==> config.mk <==
export PLATFORM = sky130hd
export DESIGN_NAME = rtc_calendar_alarm
export DESIGN_NICKNAME = d
export VERILOG_FILES = /design/src/include/rtc_calendar_alarm_pkg.sv /design/src/design/rtc_calendar_alarm.sv
export VERILOG_INCLUDE_DIRS = /design/src /design/src/include
export SDC_FILE = /design/constraint.sdc
export NUM_CORES = 1
export LEC_CHECK = 0
export ABC_AREA = 1
export BUFFER_PORTS_ARGS = -buffer_cell sky130_fd_sc_hd__buf_4
export CAP_MARGIN = 25
export CORE_MARGIN = 5
export CORE_UTILIZATION = 52
export DETAILED_ROUTE_END_ITERATION = 8
export GPL_TIMING_DRIVEN = 0
export PLACE_DENSITY = 0.73
export SLEW_MARGIN = 20
export SYNTH_ARGS = -nofsm -noshare
export SYNTH_HDL_FRONTEND = slang
export SYNTH_SLANG_ARGS = --single-unit
==> constraint.sdc <==
create_clock -name i_clk -period 4.9 [get_ports i_clk]
set_input_delay 0.98 -clock i_clk [delete_from_list [all_inputs] [get_ports i_clk]]
set_output_delay 0.98 -clock i_clk [all_outputs]
set_load 0.01 [all_outputs]
==> src/include/rtc_calendar_alarm_consts.svh <==
// offsets, field positions, reset values and timing counts of the calendar clock
`ifndef RTC_CALENDAR_ALARM_CONSTS_SVH
`define RTC_CALENDAR_ALARM_CONSTS_SVH
// ----------------------------------------------------------------
// register indices (byte address = 4 * index)
// ----------------------------------------------------------------
`define RTC_IDX_TIME_SM 6'h10
`define RTC_IDX_TIME_HW 6'h11
`define RTC_IDX_TIME_DM 6'h12
`define RTC_IDX_TIME_YR 6'h13
`define RTC_IDX_ALM_SM 6'h14
`define RTC_IDX_ALM_HW 6'h15
`define RTC_IDX_ALM_DM 6'h16
`define RTC_IDX_CTRL 6'h17
`define RTC_IDX_EVENTS 6'h18
// ----------------------------------------------------------------
// control, hour and event field positions
// ----------------------------------------------------------------
`define RTC_BIT_BCD 15
`define RTC_BIT_12HR 14
`define RTC_BIT_HALT_CMD 11
`define RTC_BIT_HALT_STS 10
`define RTC_BIT_ALM_CMD 9
`define RTC_BIT_ALM_STS 8
`define RTC_BIT_PM 5
`define RTC_EV_SECOND 0
`define RTC_EV_ALARM 1
`define RTC_EV_PERIODIC 2
// ----------------------------------------------------------------
// reset values and fixed values
// ----------------------------------------------------------------
`define RTC_RST_WDAY 3'h1
`define RTC_RST_DATE 6'h01
`define RTC_RST_MONTH 5'h01
`define RTC_CENTURY 8'h14
`define RTC_RST_PSEL 3'h2
`define RTC_RST_ALM_HALT 1'b1
// ----------------------------------------------------------------
// periodic selector codes
// ----------------------------------------------------------------
`define RTC_PSEL_SEC 3'h1
`define RTC_PSEL_MIN 3'h2
`define RTC_PSEL_HOUR 3'h3
`define RTC_PSEL_DAY 3'h4
`define RTC_PSEL_MONTH 3'h5
// ----------------------------------------------------------------
// timing
// ----------------------------------------------------------------
`define RTC_CLK_HZ 20000000
`define RTC_OSC_HZ 32768
`define RTC_OSC_DIV (`RTC_CLK_HZ / `RTC_OSC_HZ)
`define RTC_SUB_TICKS 32768
`endif

==> src/include/rtc_calendar_alarm_pkg.sv <==
// state type of the calendar clock
package rtc_calendar_alarm_pkg;
  typedef struct packed {
    logic [6:0] seconds_count;
    logic [6:0] minutes_count;
    logic [4:0] hours_count;
    logic [2:0] weekday;
    logic [5:0] day_of_month;
    logic [4:0] month_count;
    logic [7:0] year_in_century;
    logic [6:0] alarm_seconds;
    logic [6:0] alarm_minutes;
    logic [5:0] alarm_hours;
    logic [3:0] alarm_weekday;
    logic [5:0] alarm_day_of_month;
    logic [4:0] alarm_month;
    logic bcd_mode;
    logic twelve_hour_select;
    logic counter_halted_status;
    logic alarm_halted_status;
    logic [2:0] periodic_pulse_select;
    logic [3:0] square_wave_select;
    logic [15:0] osc_div;
    logic [15:0] sub_ticks;
    logic [2:0] event_flags;
    logic alarm_match_q;
    logic periodic_out;
    logic square_out;
    logic wb_ack;
    logic [31:0] wb_dat;
  } rtc_state_s;
endpackage

==> src/design/rtc_calendar_alarm.sv <==
// calendar clock with alarm, periodic pulse and square wave behind classic wishbone
//
// Chosen here: the Wishbone interface to the registers.
`timescale 1ns/100ps
`include "rtc_calendar_alarm_consts.svh"

module rtc_calendar_alarm #(
  parameter int OSC_DIV = `RTC_OSC_DIV,
  parameter int SUB_TICKS = `RTC_SUB_TICKS,
  parameter int TRIM_TICKS = 0
) (
  // clock and reset
  input wire logic i_clk,
  input wire logic i_resetn,
  // wishbone slave
  input wire logic i_wb_cyc,
  input wire logic i_wb_stb,
  input wire logic i_wb_we,
  input wire logic [7:0] i_wb_adr,
  input wire logic [3:0] i_wb_sel,
  input wire logic [31:0] i_wb_dat,
  output logic [31:0] o_wb_dat,
  output logic o_wb_ack,
  // timing outputs
  output logic o_periodic,
  output logic o_square_wave
);

  rtc_calendar_alarm_pkg::rtc_state_s s;
  rtc_calendar_alarm_pkg::rtc_state_s next_s;

  // ----------------------------------------------------------------
  // coding helpers
  // ----------------------------------------------------------------
  function automatic logic [7:0] to_bcd(input logic [7:0] v);
    return {4'(v / 8'h0A), 4'(v % 8'h0A)};
  endfunction

  function automatic logic [7:0] from_bcd(input logic [7:0] v);
    return 8'(v[7:4] * 8'h0A + {4'h0, v[3:0]});
  endfunction

  function automatic logic [7:0] enc(input logic bcd, input logic [7:0] v);
    return bcd ? to_bcd(v) : v;
  endfunction

  function automatic logic [7:0] dec(input logic bcd, input logic [7:0] v);
    return bcd ? from_bcd(v) : v;
  endfunction

  function automatic logic [5:0] days_in_month(input logic [4:0] m, input logic [7:0] y);
    logic [5:0] d;
    d = 6'h1F;
    case (m)
      5'h04, 5'h06, 5'h09, 5'h0B: d = 6'h1E;
      5'h02: d = (y[1:0] == 2'h0) ? 6'h1D : 6'h1C;
      default: d = 6'h1F;
    endcase
    return d;
  endfunction

  // ----------------------------------------------------------------
  // combinational views of the time
  // ----------------------------------------------------------------
  logic [7:0] sec_e;
  logic [7:0] min_e;
  logic [5:0] hour_e;
  logic [4:0] hour12;
  logic [7:0] date_e;
  logic [7:0] month_e;
  logic [7:0] year_e;
  logic [7:0] century_e;
  logic match_now;
  logic [31:0] rd_word;
  logic [15:0] wv;
  logic [5:0] idx;
  logic req;
  logic wr_go;

  always_comb begin
    sec_e = enc(s.bcd_mode, {1'b0, s.seconds_count});
    min_e = enc(s.bcd_mode, {1'b0, s.minutes_count});
    hour12 = (s.hours_count >= 5'd12) ? 5'(s.hours_count - 5'd12) : s.hours_count;
    if (hour12 == 5'h00) begin
      hour12 = 5'd12;
    end
    if (s.twelve_hour_select) begin
      hour_e = {s.hours_count >= 5'd12, 5'(enc(s.bcd_mode, {3'h0, hour12}))};
    end else begin
      hour_e = 6'(enc(s.bcd_mode, {3'h0, s.hours_count}));
    end
    date_e = enc(s.bcd_mode, {2'h0, s.day_of_month});
    month_e = enc(s.bcd_mode, {3'h0, s.month_count});
    year_e = enc(s.bcd_mode, s.year_in_century);
    century_e = enc(s.bcd_mode, `RTC_CENTURY);
    // all-ones fields are wildcards
    match_now = ((s.alarm_seconds == 7'h7F) || (s.alarm_seconds == sec_e[6:0]))
      && ((s.alarm_minutes == 7'h7F) || (s.alarm_minutes == min_e[6:0]))
      && ((s.alarm_hours[4:0] == 5'h1F) || (s.alarm_hours == hour_e))
      && ((s.alarm_weekday == 4'hF) || (s.alarm_weekday == {1'b0, s.weekday}))
      && ((s.alarm_day_of_month == 6'h3F) || (s.alarm_day_of_month == date_e[5:0]))
      && ((s.alarm_month == 5'h1F) || (s.alarm_month == month_e[4:0]));
  end

  // ----------------------------------------------------------------
  // register read view
  // ----------------------------------------------------------------
  assign idx = i_wb_adr[7:2];
  assign req = i_wb_cyc & i_wb_stb;
  assign wr_go = req & i_wb_we & s.wb_ack;

  always_comb begin
    rd_word = 32'h0000_0000;
    case (idx)
      `RTC_IDX_TIME_SM: rd_word = {17'h0, min_e[6:0], 1'b0, sec_e[6:0]};
      `RTC_IDX_TIME_HW: rd_word = {21'h0, s.weekday, 2'h0, hour_e};
      `RTC_IDX_TIME_DM: rd_word = {19'h0, month_e[4:0], 2'h0, date_e[5:0]};
      `RTC_IDX_TIME_YR: rd_word = {18'h0, century_e[5:0], year_e};
      `RTC_IDX_ALM_SM: rd_word = {17'h0, s.alarm_minutes, 1'b0, s.alarm_seconds};
      `RTC_IDX_ALM_HW: rd_word = {20'h0, s.alarm_weekday, 2'h0, s.alarm_hours};
      `RTC_IDX_ALM_DM: rd_word = {19'h0, s.alarm_month, 2'h0, s.alarm_day_of_month};
      `RTC_IDX_CTRL: rd_word = {16'h0, s.bcd_mode, s.twelve_hour_select, 2'h0,
        s.counter_halted_status, s.counter_halted_status, s.alarm_halted_status,
        s.alarm_halted_status, 1'b0, s.periodic_pulse_select, s.square_wave_select};
      `RTC_IDX_EVENTS: rd_word = {29'h0, s.event_flags};
      default: rd_word = 32'h0000_0000;
    endcase
    // byte lanes not selected keep the current contents
    wv[7:0] = i_wb_sel[0] ? i_wb_dat[7:0] : rd_word[7:0];
    wv[15:8] = i_wb_sel[1] ? i_wb_dat[15:8] : rd_word[15:8];
  end

  // ----------------------------------------------------------------
  // next state
  // ----------------------------------------------------------------
  logic tick;
  logic sec_roll;
  logic min_roll;
  logic hour_roll;
  logic day_roll;
  logic month_roll;
  logic per_event;
  logic [2:0] ev_set;
  logic [2:0] ev_clr;
  logic [7:0] hw;
  logic [3:0] sq_idx;

  always_comb begin
    next_s = s;
    hw = 8'h00;
    tick = (s.osc_div == 16'(OSC_DIV - 1));
    next_s.osc_div = tick ? 16'h0000 : 16'(s.osc_div + 16'h0001);
    // a trimmed second ends early, clipping the last square wave period
    sec_roll = tick && !s.counter_halted_status
      && (s.sub_ticks == 16'(SUB_TICKS - 1 - TRIM_TICKS));
    min_roll = sec_roll && (s.seconds_count == 7'd59);
    hour_roll = min_roll && (s.minutes_count == 7'd59);
    day_roll = hour_roll && (s.hours_count == 5'd23);
    month_roll = day_roll
      && (s.day_of_month == days_in_month(s.month_count, s.year_in_century));
    if (tick && !s.counter_halted_status) begin
      next_s.sub_ticks = sec_roll ? 16'h0000 : 16'(s.sub_ticks + 16'h0001);
    end
    // calendar cascade
    if (sec_roll) begin
      next_s.seconds_count = min_roll ? 7'h00 : 7'(s.seconds_count + 7'h01);
    end
    if (min_roll) begin
      next_s.minutes_count = hour_roll ? 7'h00 : 7'(s.minutes_count + 7'h01);
    end
    if (hour_roll) begin
      next_s.hours_count = day_roll ? 5'h00 : 5'(s.hours_count + 5'h01);
    end
    if (day_roll) begin
      next_s.weekday = (s.weekday == 3'd7) ? 3'h1 : 3'(s.weekday + 3'h1);
      next_s.day_of_month = month_roll ? 6'h01 : 6'(s.day_of_month + 6'h01);
    end
    if (month_roll) begin
      if (s.month_count == 5'd12) begin
        next_s.month_count = 5'h01;
        next_s.year_in_century = (s.year_in_century == 8'd99) ? 8'h00
          : 8'(s.year_in_century + 8'h01);
      end else begin
        next_s.month_count = 5'(s.month_count + 5'h01);
      end
    end
    // periodic pulse, one 32k tick wide
    case (s.periodic_pulse_select)
      `RTC_PSEL_SEC: per_event = sec_roll;
      `RTC_PSEL_MIN: per_event = min_roll;
      `RTC_PSEL_HOUR: per_event = hour_roll;
      `RTC_PSEL_DAY: per_event = day_roll;
      `RTC_PSEL_MONTH: per_event = month_roll;
      default: per_event = 1'b0;
    endcase
    if (per_event && !s.counter_halted_status) begin
      next_s.periodic_out = 1'b1;
    end else if (tick || s.counter_halted_status) begin
      next_s.periodic_out = 1'b0;
    end
    // square wave from the sub-second counter
    sq_idx = 4'(4'hF - s.square_wave_select);
    next_s.square_out = (s.square_wave_select != 4'h0) && s.sub_ticks[sq_idx];
    // alarm edge detect
    next_s.alarm_match_q = match_now && !s.alarm_halted_status;
    ev_set = 3'h0;
    ev_set[`RTC_EV_SECOND] = sec_roll;
    ev_set[`RTC_EV_ALARM] = next_s.alarm_match_q && !s.alarm_match_q;
    ev_set[`RTC_EV_PERIODIC] = next_s.periodic_out && !s.periodic_out;
    // wishbone: answer one cycle after the request, act at the ack edge
    next_s.wb_ack = req && !s.wb_ack;
    if (req && !s.wb_ack) begin
      next_s.wb_dat = rd_word;
    end
    ev_clr = 3'h0;
    if (req && !i_wb_we && s.wb_ack && (idx == `RTC_IDX_EVENTS)) begin
      ev_clr = s.wb_dat[2:0];
    end
    next_s.event_flags = (s.event_flags & ~ev_clr) | ev_set;
    if (wr_go) begin
      case (idx)
        `RTC_IDX_TIME_SM: begin
          next_s.minutes_count = 7'(dec(s.bcd_mode, {1'b0, wv[14:8]}));
          next_s.seconds_count = 7'(dec(s.bcd_mode, {1'b0, wv[6:0]}));
          next_s.sub_ticks = 16'h0000;
        end
        `RTC_IDX_TIME_HW: begin
          next_s.weekday = wv[10:8];
          if (s.twelve_hour_select) begin
            hw = dec(s.bcd_mode, {3'h0, wv[4:0]});
            hw = (hw == 8'd12) ? 8'h00 : hw;
            next_s.hours_count = 5'(hw + (wv[`RTC_BIT_PM] ? 8'd12 : 8'd0));
          end else begin
            next_s.hours_count = 5'(dec(s.bcd_mode, {2'h0, wv[5:0]}));
          end
        end
        `RTC_IDX_TIME_DM: begin
          next_s.month_count = 5'(dec(s.bcd_mode, {3'h0, wv[12:8]}));
          next_s.day_of_month = 6'(dec(s.bcd_mode, {2'h0, wv[5:0]}));
        end
        `RTC_IDX_TIME_YR: next_s.year_in_century = dec(s.bcd_mode, wv[7:0]);
        `RTC_IDX_ALM_SM: begin
          next_s.alarm_minutes = wv[14:8];
          next_s.alarm_seconds = wv[6:0];
        end
        `RTC_IDX_ALM_HW: begin
          next_s.alarm_weekday = wv[11:8];
          next_s.alarm_hours = wv[5:0];
        end
        `RTC_IDX_ALM_DM: begin
          next_s.alarm_month = wv[12:8];
          next_s.alarm_day_of_month = wv[5:0];
        end
        `RTC_IDX_CTRL: begin
          next_s.bcd_mode = wv[`RTC_BIT_BCD];
          next_s.twelve_hour_select = wv[`RTC_BIT_12HR];
          next_s.counter_halted_status = wv[`RTC_BIT_HALT_CMD];
          next_s.alarm_halted_status = wv[`RTC_BIT_ALM_CMD];
          next_s.periodic_pulse_select = wv[6:4];
          next_s.square_wave_select = wv[3:0];
        end
        default: next_s.square_wave_select = s.square_wave_select;
      endcase
    end
  end

  // ----------------------------------------------------------------
  // state register
  // ----------------------------------------------------------------
  always_ff @(posedge i_clk) begin
    if (!i_resetn) begin
      s <= '0;
      s.weekday <= `RTC_RST_WDAY;
      s.day_of_month <= `RTC_RST_DATE;
      s.month_count <= `RTC_RST_MONTH;
      s.alarm_halted_status <= `RTC_RST_ALM_HALT;
      s.periodic_pulse_select <= `RTC_RST_PSEL;
    end else begin
      s <= next_s;
    end
  end

  assign o_wb_dat = s.wb_dat;
  assign o_wb_ack = s.wb_ack;
  assign o_periodic = s.periodic_out;
  assign o_square_wave = s.square_out;
endmodule

==> results.cfg, run 1 <==
[outcome]
status = finished, violations left
violations = negative setup slack

[timing]
tns_ps = -851
setup_viol = 5
maxSlewHeadroom_pct = 27.5
min_period_over_period_pct = 108
hold_violations = 0
worst_pin_slew_ps = 1090
layout_setup_ws_ps = -371
fmax_mhz = 190
fin_hold_ws_ps = 424
rsz0062_at_grt = true
fin_skew_ps = 16.2
fin_crit_ps = 5270
final-max-slew-violation-count = 0

[power]
p_sw_share_pct = 27.4
p_clk_share_pct = 46.6
p_comb_share_pct = 11.3
ir_drop_v = 0.000176
power_switching_w = 0.000763
p_per_area_nw_per_um2 = 207
p_seq_share_pct = 42.1
leakage_nw = 5.96
power.internal_w = 0.00202

[setup_path]
cp_slowest_cell = fa_2
cp_max_fo = 4
critical_path_class = flop to flop
cp-end-kind = flop
crit_start = s[139]$_SDFF_PN0_
cp_data_arrival_time_ps = 5620
rr_startpoint = s[139]$_SDFF_PN0_
crit_top_cell = nand2_2
start_kind = flop
critPathRequiredTime_ps = 5250
r2r_cells = 40
max_stage_delay_ps = 430

[route]
drc = 0
vias_per_cell = 5.86
drt_iter0_drc = 1494
wire_per_inst_um = 19.5
ant_nets = 0
first_pass_iters = 6
drt-total-wl_mm = 42.2
vias = 12712

[floorplan]
initial_core_util_pct = 52.9
core_um2 = 21100
io_pins = 84
die_h_um = 156
fp.dieW_um = 156
die_area_um2 = 24500
fp-row-count = 53

[place]
place_area_um2 = 11900
portBuffers = 46
gp_congestion = 1.04
place_ws_ps = -1210
hpwl_mm = 31.6
dp_cells = 2076

[cts]
htree_levels = 4
ctsHoldBuffers = 0
worstSkewPairLatency_ps = 440
cts.clk_slew.worst_paths_ps = 60
clock-root-buffer = clkbuf_16
cts_tree = yes
cts_made_buffers = 17
clkSinkCount = 142
clockBufferDepth = 2

[grt]
grt_usage_pct = 33.1
grt_max_degree = 17
grt_pass1_vias = 11567
antenna_found_initial = 0
grt_overflow_total = 0
grt_pass1_wl_mm = 63.4

[layout]
fin_area_um2 = 13500
antennaDiodeCount = 0
post_layout_nonfiller_instances = 2169
area_growth_pct = 20.6
num-nets-final = 1991
drive_gt1_share_pct = 17.2

[worst_hold_path]
hold_path.class = flop to flop
worstHoldStart = s[35]$_SDFF_PN0_
holdPathStages = 1

[yosys]
syn_area_um2 = 11200
synthArstFlopShare_pct = 0
ys.flop_type = dfxtp_1
synth_top_cell_by_area = dfxtp_1
synth_seq_cells = 142
ys_types = 55
avgSynthCellArea_um2 = 6.41
yosys-top-cells-count = 344 x nand2_1, 254 x inv_1, 158 x o21ai_0
ys_warn_count = 0
synth_edf_count = 0
synth_top_area_share_pct = 25.5
synth_area_leaders = dfxtp_1 25%, nand2_1 12%, inv_1 8.5%
synth_most_common_cell = nand2_1
synthCells = 1740
ys_seq_area_share_pct = 25.5

[job]
drv_cap = 0
-- power groups by stage --
| stage | clock [W] | sequential, W | combinational, W |
|---|---|---|---|
| 2_1_floorplan | 0 | 0.00120 | 0.000156 |
| 3_3_place_gp | 0 | 0.00120 | 0.000248 |
| 3_5_place_dp | 0 | 0.00120 | 0.000250 |
| 4_1_cts | 0.00129 | 0.00117 | 0.000272 |
| 5_1_grt | 0.00134 | 0.00117 | 0.000337 |
| 6_report | 0.00129 | 0.00117 | 0.000315 |
-- logic make-up after synthesis --
family / Yosys count / share of synthesized area (%)
DFF: 142 / 25.5
buffers and inverters: 338 / 12.5
AOI/OAI and AO/OA: 407 / 20.9
adders and majority gates: 61 / 7.11
xor gates and xnor gates: 53 / 4.16
other: 1 / 0.0336
and+or+nand+nor: 738 / 29.8
-- registers in the layout (all words and copies together) (netlist names) --
register / count
s: 123
o_wb_dat: 16
o_periodic: 1
o_square_wave: 1
o_wb_ack: 1
-- final timing paths --
check / slack [ps] / to
worst min-delay path: 420 / s[37]$_SDFF_PN0_
worst max register to register: -370 / s[142]$_SDFF_PN0_
worst max-delay path: -370 / s[142]$_SDFF_PN0_
worst min register to register: 420 / s[37]$_SDFF_PN0_
-- metal layers --
metal	share of wire [%]	GRT usage (%)
met2	43	50.6
met5	0	0
met4	4.7	14.2
met1	42	44.8
met3	10	7.77
-- critical path, delay by kind of cell, from the launching register on --
| family | cells | cell delay [ps] |
|---|---|---|
| AOI/OAI and AO/OA | 10 | 1470 |
| and+or+nand+nor | 18 | 1640 |
| adders and majority gates | 6 | 1360 |
| DFF | 1 | 360 |
| buffers and inverters | 6 | 330 |
-- layout by cell type, fill, tap and decap left out, drive strengths merged, types with 2 or more instances in the layout --
master | netlist | final
a221oi | 4 | 4
o31ai | 3 | 3
nor3 | 27 | 27
a21o | 2 | 2
o21a | 4 | 4
and2 | 2 | 2
conb | 1 | 16
xnor2 | 7 | 7
o21ai | 171 | 171
inv | 260 | 261
nand2 | 352 | 352
dfxtp | 142 | 142
nor2 | 140 | 140
nand3 | 131 | 131
xor2 | 46 | 46
clkinvlp | 0 | 4
nand4 | 35 | 35
nor4 | 12 | 12
a31oi | 7 | 7
a2111oi | 8 | 8
a21oi | 134 | 134
a31o | 3 | 3
a211oi | 6 | 6
clkbuf | 31 | 52
o211ai | 36 | 36
o22ai | 6 | 6
o2111ai | 9 | 9
a22o | 2 | 2
nand3b | 5 | 5
or2 | 19 | 19
buf | 42 | 147
ha | 57 | 57
nor3b | 14 | 14
clkinv | 5 | 11
o21bai | 2 | 2
fa | 4 | 4
o221ai | 5 | 5
-- per-stage QoR --
stage / total power [W] / utilization, %
after floorplan: 0.00135 / -
after detailed placement: 0.00145 / 56.5
final: 0.00278 / 63.8
after global placement: 0.00145 / 56.5
after CTS: 0.00273 / 61.6
after global routing: 0.00285 / 63.8
-- timing repair --
action                                  CTS  global route
endpoints found under the setup margin   23            16
pin swaps                                37            48
hold endpoints to repair                  0             0
gates resized for setup                  68            79
setup buffers                            38            21
-- area by class of cell --
type,count,area [um2]
fill,1987,7640
clock inverter,12,111
inverter,265,1020
buffer,73,412
tap,275,344
sequential,142,2860
clock buffer,20,457
multi-input combinational,1275,7440
timing repair buffer,107,816
(Power assumes the default switching activity.)
==> inputs of run 2 (changes only) <==
--- a/config.mk
+++ b/config.mk
@@ -11,9 +11,11 @@
 export CAP_MARGIN = 25
 export CORE_MARGIN = 5
 export CORE_UTILIZATION = 52
+export CTS_CLUSTER_SIZE = 20
 export DETAILED_ROUTE_END_ITERATION = 8
 export GPL_TIMING_DRIVEN = 0
 export PLACE_DENSITY = 0.73
+export SETUP_SLACK_MARGIN = 0.02
 export SLEW_MARGIN = 20
 export SYNTH_ARGS = -nofsm -noshare
 export SYNTH_HDL_FRONTEND = slang
==> run 2 against run 1 <==
Effect of this change:
- the run still ends with negative setup slack left
- routed wire length decreased by 0.11%
- combinational power about the same
- global-route usage unchanged
- setup slack about the same
- via count decreased by 0.14%
- critical path depth unchanged
- clock skew about the same
- utilization increased by 0.059 points
- first-iteration DRC count decreased by 2.5%
- maximum frequency about the same
- highest routed layer unchanged
- power increased by 0.11%
==> results.cfg, run 2 (synthesized netlist as in run 1, its figures left out) <==
[setup_path]
max_stage_delay_ps = 430
crit_top_cell = nand2_2
cp_max_fo = 4
rr_startpoint = s[139]$_SDFF_PN0_
cp_slowest_cell = fa_2
r2r_cells = 40
critical_path_class = flop to flop
start_kind = flop
critPathTopFamily = simple AND/OR/NAND/NOR gates
path_buf_inv = 6
critPathRequiredTime_ps = 5250
reg2reg_slack_ps = -370
cp_data_arrival_time_ps = 5620
reg2reg_to = s[142]$_SDFF_PN0_
cp-end-kind = flop

[floorplan]
core_um2 = 21100
io_pins = 84
fp.dieW_um = 156
initial_core_util_pct = 52.9
die_area_um2 = 24500
fp-row-count = 53
die_h_um = 156

[layout]
final_core_utilization_pct = 63.8
fin_area_um2 = 13500
final_cell_mix = 315 x nand2_1, 233 x inv_1, 147 x o21ai_0, 138 x dfxtp_1, 136 x buf_4
top_register = s
num-nets-final = 1991
drive_gt1_share_pct = 17.3
largest_reg_flops = 123
layout_commonest_cell = nand2_1
antennaDiodeCount = 0
area_growth_pct = 20.7

[power]
finalPower_w = 0.00278
p_comb_share_pct = 11.4
leakage_nw = 5.97
p_per_area_nw_per_um2 = 207
p_seq_share_pct = 42.1
power_switching_w = 0.000764
p_clk_share_pct = 46.5
p_sw_share_pct = 27.5
power.internal_w = 0.00202
ir_drop_v = 0.000177

[timing]
rsz0062_at_grt = true
final-max-slew-violation-count = 0
worst_pin_slew_ps = 1100
min_period_over_period_pct = 108
hold_violations = 0
fin_crit_ps = 5270
setup_viol = 5
fin_skew_ps = 16.4
maxSlewHeadroom_pct = 26.5
fmax_mhz = 190
layout_setup_ws_ps = -371

[grt]
antenna_found_initial = 0
grt_usage_pct = 33.1
grt_overflow_total = 0
grt_pass1_wl_mm = 63.4
grt_pass1_vias = 11567
grt_max_degree = 17

[outcome]
status = finished, violations left
violations = negative setup slack

[worst_hold_path]
holdPathStages = 1
worstHoldEndpoint = s[37]$_SDFF_PN0_
worstHoldStart = s[35]$_SDFF_PN0_
hold_path.class = flop to flop

[cts]
worstSkewPairLatency_ps = 440
cts_tree = yes
ctsHoldBuffers = 0
htree_levels = 4
clockBufferDepth = 2
clkSinkCount = 142
cts_made_buffers = 17
clock-root-buffer = clkbuf_16
cts.clk_slew.worst_paths_ps = 60

[route]
vias_per_cell = 5.85
first_pass_iters = 8
drt-total-wl_mm = 42.1
vias = 12694
wire_per_inst_um = 19.4
drt_iter0_drc = 1456
drc = 0
ant_nets = 0

[place]
place_area_um2 = 11900
portBuffers = 46
gp_congestion = 1.04
hpwl_mm = 31.6
place_ws_ps = -1210

[job]
drv_cap = 0
[run 2: worst register-to-register path: cells and delay by family, from the launching register on]
family	cells	cell delay [ps]
flip-flops	1	360
adder cells (fa/ha/maj)	6	1360
buffers and inverters	6	340
AND/OR/NAND/NOR	18	1640
AO/OA/AOI/OAI	10	1470
[run 2: layout make-up]
type	count	area [um2]
clock buffer	20	457
buffer	73	412
inverter	265	1020
sequential	142	2860
clock inverter	12	111
tap	275	344
fill	1988	7620
timing repair buffer	107	816
multi-input combinational	1275	7450
[run 2: routing by layer]
metal  track usage [%]  part of all wire [%]  vias up
li1                  -                     -     6050
met1              44.8                    42     5794
met4              14.2                   5.1        0
met2              50.6                    43      699
met5                 0                     0        -
met3              7.77                    10      151
[run 2: worst max path at each step]
stage | startpoint | end | cells past startpoint
3_5_place_dp | s[139]$_SDFF_PN0_ | s[142]$_SDFF_PN0_ | 37
5_1_grt | s[139]$_SDFF_PN0_ | s[142]$_SDFF_PN0_ | 40
3_3_place_gp | s[81]$_SDFFE_PN0P_ | s[142]$_SDFF_PN0_ | 27
4_1_cts | s[140]$_SDFF_PN0_ | s[142]$_SDFF_PN0_ | 43
2_1_floorplan | s[139]$_SDFF_PN0_ | s[142]$_SDFF_PN0_ | 40
6_report | s[139]$_SDFF_PN0_ | s[142]$_SDFF_PN0_ | 40
[run 2: through the flow]
step	TNS (ps)	hold slack (ps)	cells
floorplan	0	399	1755
global placement	-10100	405	2076
detailed placement	-11420	422	2076
CTS	-706	418	2146
global route	-2240	424	2169
finish	-825	424	2169
[run 2: what timing repair did]
item                       CTS  global route
buffers inserted            38            21
gates cloned                 0             0
pin swaps                   37            49
setup endpoints to repair   23            18
resized for setup           68            81
[run 2: power groups by stage]
stage | Sequential (W) | Clock [W] | Combinational, W
2_1_floorplan | 0.00120 | 0 | 0.000156
3_3_place_gp | 0.00120 | 0 | 0.000248
3_5_place_dp | 0.00120 | 0 | 0.000250
4_1_cts | 0.00117 | 0.00129 | 0.000272
5_1_grt | 0.00117 | 0.00134 | 0.000340
6_report | 0.00117 | 0.00129 | 0.000318
==> inputs of run 3 (changes only) <==
==> constraint.sdc (replaced) <==
create_clock -name i_clk -period 4.4 [get_ports i_clk]
set_input_delay 0.88 -clock i_clk [delete_from_list [all_inputs] [get_ports i_clk]]
set_output_delay 0.88 -clock i_clk [all_outputs]
set_load 0.01 [all_outputs]
==> run 3 against run 2 <==
Effect of this change:
- the flow still finishes with violations (negative setup slack)
- global-route usage about the same
- clock skew is 3.6 ps lower
- hold slack gained 22 ps
- critical endpoint unchanged
- largest power group unchanged
==> results.cfg, run 3 (synthesized netlist as in run 1, its figures left out) <==
[layout]
final_cell_mix = 312 x nand2_1, 231 x inv_1, 145 x buf_4, 143 x o21ai_0, 135 x dfxtp_1
final.fill_count = 1918
fin_area_um2 = 13700
largest_reg_flops = 123
area_growth_pct = 23.2
antennaDiodeCount = 0
num-nets-final = 2002
layout_commonest_cell = nand2_1
drive_gt1_share_pct = 19.5
top_register = s

[power]
leakage_nw = 6.06
finalPower_w = 0.00318
ir_drop_v = 0.000251
p_per_area_nw_per_um2 = 231

[grt]
grt_overflow_total = 0
grt_usage_pct = 33.1
grt_pass1_wl_mm = 63.5
grt_max_degree = 19
antenna_found_initial = 1
grt_pass1_vias = 11679

[timing]
worst_pin_slew_ps = 1070
fin_hold_ws_ps = 446
fin_crit_ps = 5510
hold_violations = 0
maxSlewHeadroom_pct = 28.7
tns_ps = -9580
min_period_over_period_pct = 125
rsz0062_at_grt = true
layout_setup_ws_ps = -1110
setup_viol = 18
fin_skew_ps = 12.9
fmax_mhz = 181
final-max-slew-violation-count = 0

[cts]
ctsHoldBuffers = 0
cts_tree = yes
htree_levels = 4
cts.clk_slew.worst_paths_ps = 70
clock-root-buffer = clkbuf_16
worstSkewPairLatency_ps = 450
clockBufferDepth = 2
cts_made_buffers = 17
clkSinkCount = 142

[setup_path]
reg2reg_slack_ps = -1110
start_kind = flop
critical_path_class = flop to flop
critPathRequiredTime_ps = 4690
max_stage_delay_ps = 570
cp_max_fo = 6
cp_data_arrival_time_ps = 5800
cp-end-kind = flop
r2r_cells = 42
crit_top_cell = nand2_2
rr_startpoint = s[142]$_SDFF_PN0_
reg2reg_to = s[142]$_SDFF_PN0_
cp_slowest_cell = fa_2

[worst_hold_path]
hold_path.class = flop to flop
worstHoldStart = s[35]$_SDFF_PN0_
worstHoldEndpoint = s[37]$_SDFF_PN0_
holdPathStages = 1

[place]
portBuffers = 46
place_area_um2 = 12000
gp_congestion = 1.03
hpwl_mm = 31.1
place_ws_ps = -1410

[floorplan]
die_h_um = 156
die_area_um2 = 24500
initial_core_util_pct = 52.9
core_um2 = 21100
fp-row-count = 53
io_pins = 84
fp.dieW_um = 156

[route]
wire_per_inst_um = 19.4
drt-total-wl_mm = 42.3
first_pass_iters = 6
drc = 0
drt_iter0_drc = 1706
ant_nets = 0
vias = 12927
vias_per_cell = 5.93

[job]
drv_cap = 0

[outcome]
violations = negative setup slack
status = finished, violations left
==> run 3: where the power goes <==
part	total (W)	internal [W]	switching [W]
registers	0.00130	0.00129	0.00000813
clock network	0.00150	0.000775	0.000720
logic	0.000379	0.000150	0.000230
==> run 3: how the worst max path moves through the flow <==
| stage | from | slack, ps | end |
|---|---|---|---|
| final | s[142]$_SDFF_PN0_ | -1110 | s[142]$_SDFF_PN0_ |
| after detailed placement | s[140]$_SDFF_PN0_ | -1410 | s[142]$_SDFF_PN0_ |
| after CTS | s[140]$_SDFF_PN0_ | -640 | s[142]$_SDFF_PN0_ |
| after floorplan | s[140]$_SDFF_PN0_ | -300 | s[142]$_SDFF_PN0_ |
| after global routing | s[142]$_SDFF_PN0_ | -1260 | s[142]$_SDFF_PN0_ |
| after global placement | s[140]$_SDFF_PN0_ | -1340 | s[142]$_SDFF_PN0_ |
==> run 3: stage by stage <==
stage / instances / util [%]
floorplan: 1755 / -
global placement: 2076 / 57.1
detailed placement: 2077 / 57.1
CTS: 2165 / 63.4
global route: 2180 / 65.2
finish: 2180 / 65.2
==> run 3: cell type report <==
type	instances	area, um2	share of cell area [%]
plain buffers	72	404	2.94
well taps	275	344	2.50
clock buffers	17	425	3.10
clock inverters	15	184	1.34
inverters	265	1020	7.40
flip-flops and latches	142	2860	20.8
repair buffers	119	906	6.59
multi-input cells	1275	7600	55.3
==> run 3: metal layers <==
| layer | part of all wire, % | routed length [um] | track usage [%] |
|---|---|---|---|
| met5 | 0 | 0 | 0 |
| met4 | 5.3 | 2250 | 14.3 |
| met3 | 12 | 5020 | 9.02 |
| met2 | 42 | 17800 | 50.0 |
| met1 | 41 | 17300 | 44.5 |
==> run 3: worst max-delay path, delay by kind of cell (launching register included) <==
| kind | cells | cell delay (ps) |
|---|---|---|
| adder cells (fa/ha/maj) | 5 | 1390 |
| AND/OR/NAND/NOR | 26 | 2570 |
| buffers and inverters | 5 | 240 |
| XOR/XNOR | 2 | 350 |
| flip-flops | 1 | 380 |
| AO/OA/AOI/OAI | 4 | 390 |
==> run 3: repair_timing <==
item,in CTS,in global routing
setup buffers,56,17
endpoints found under the setup margin,29,29
gates cloned,0,0
resized for setup,86,74
pin swaps,52,64
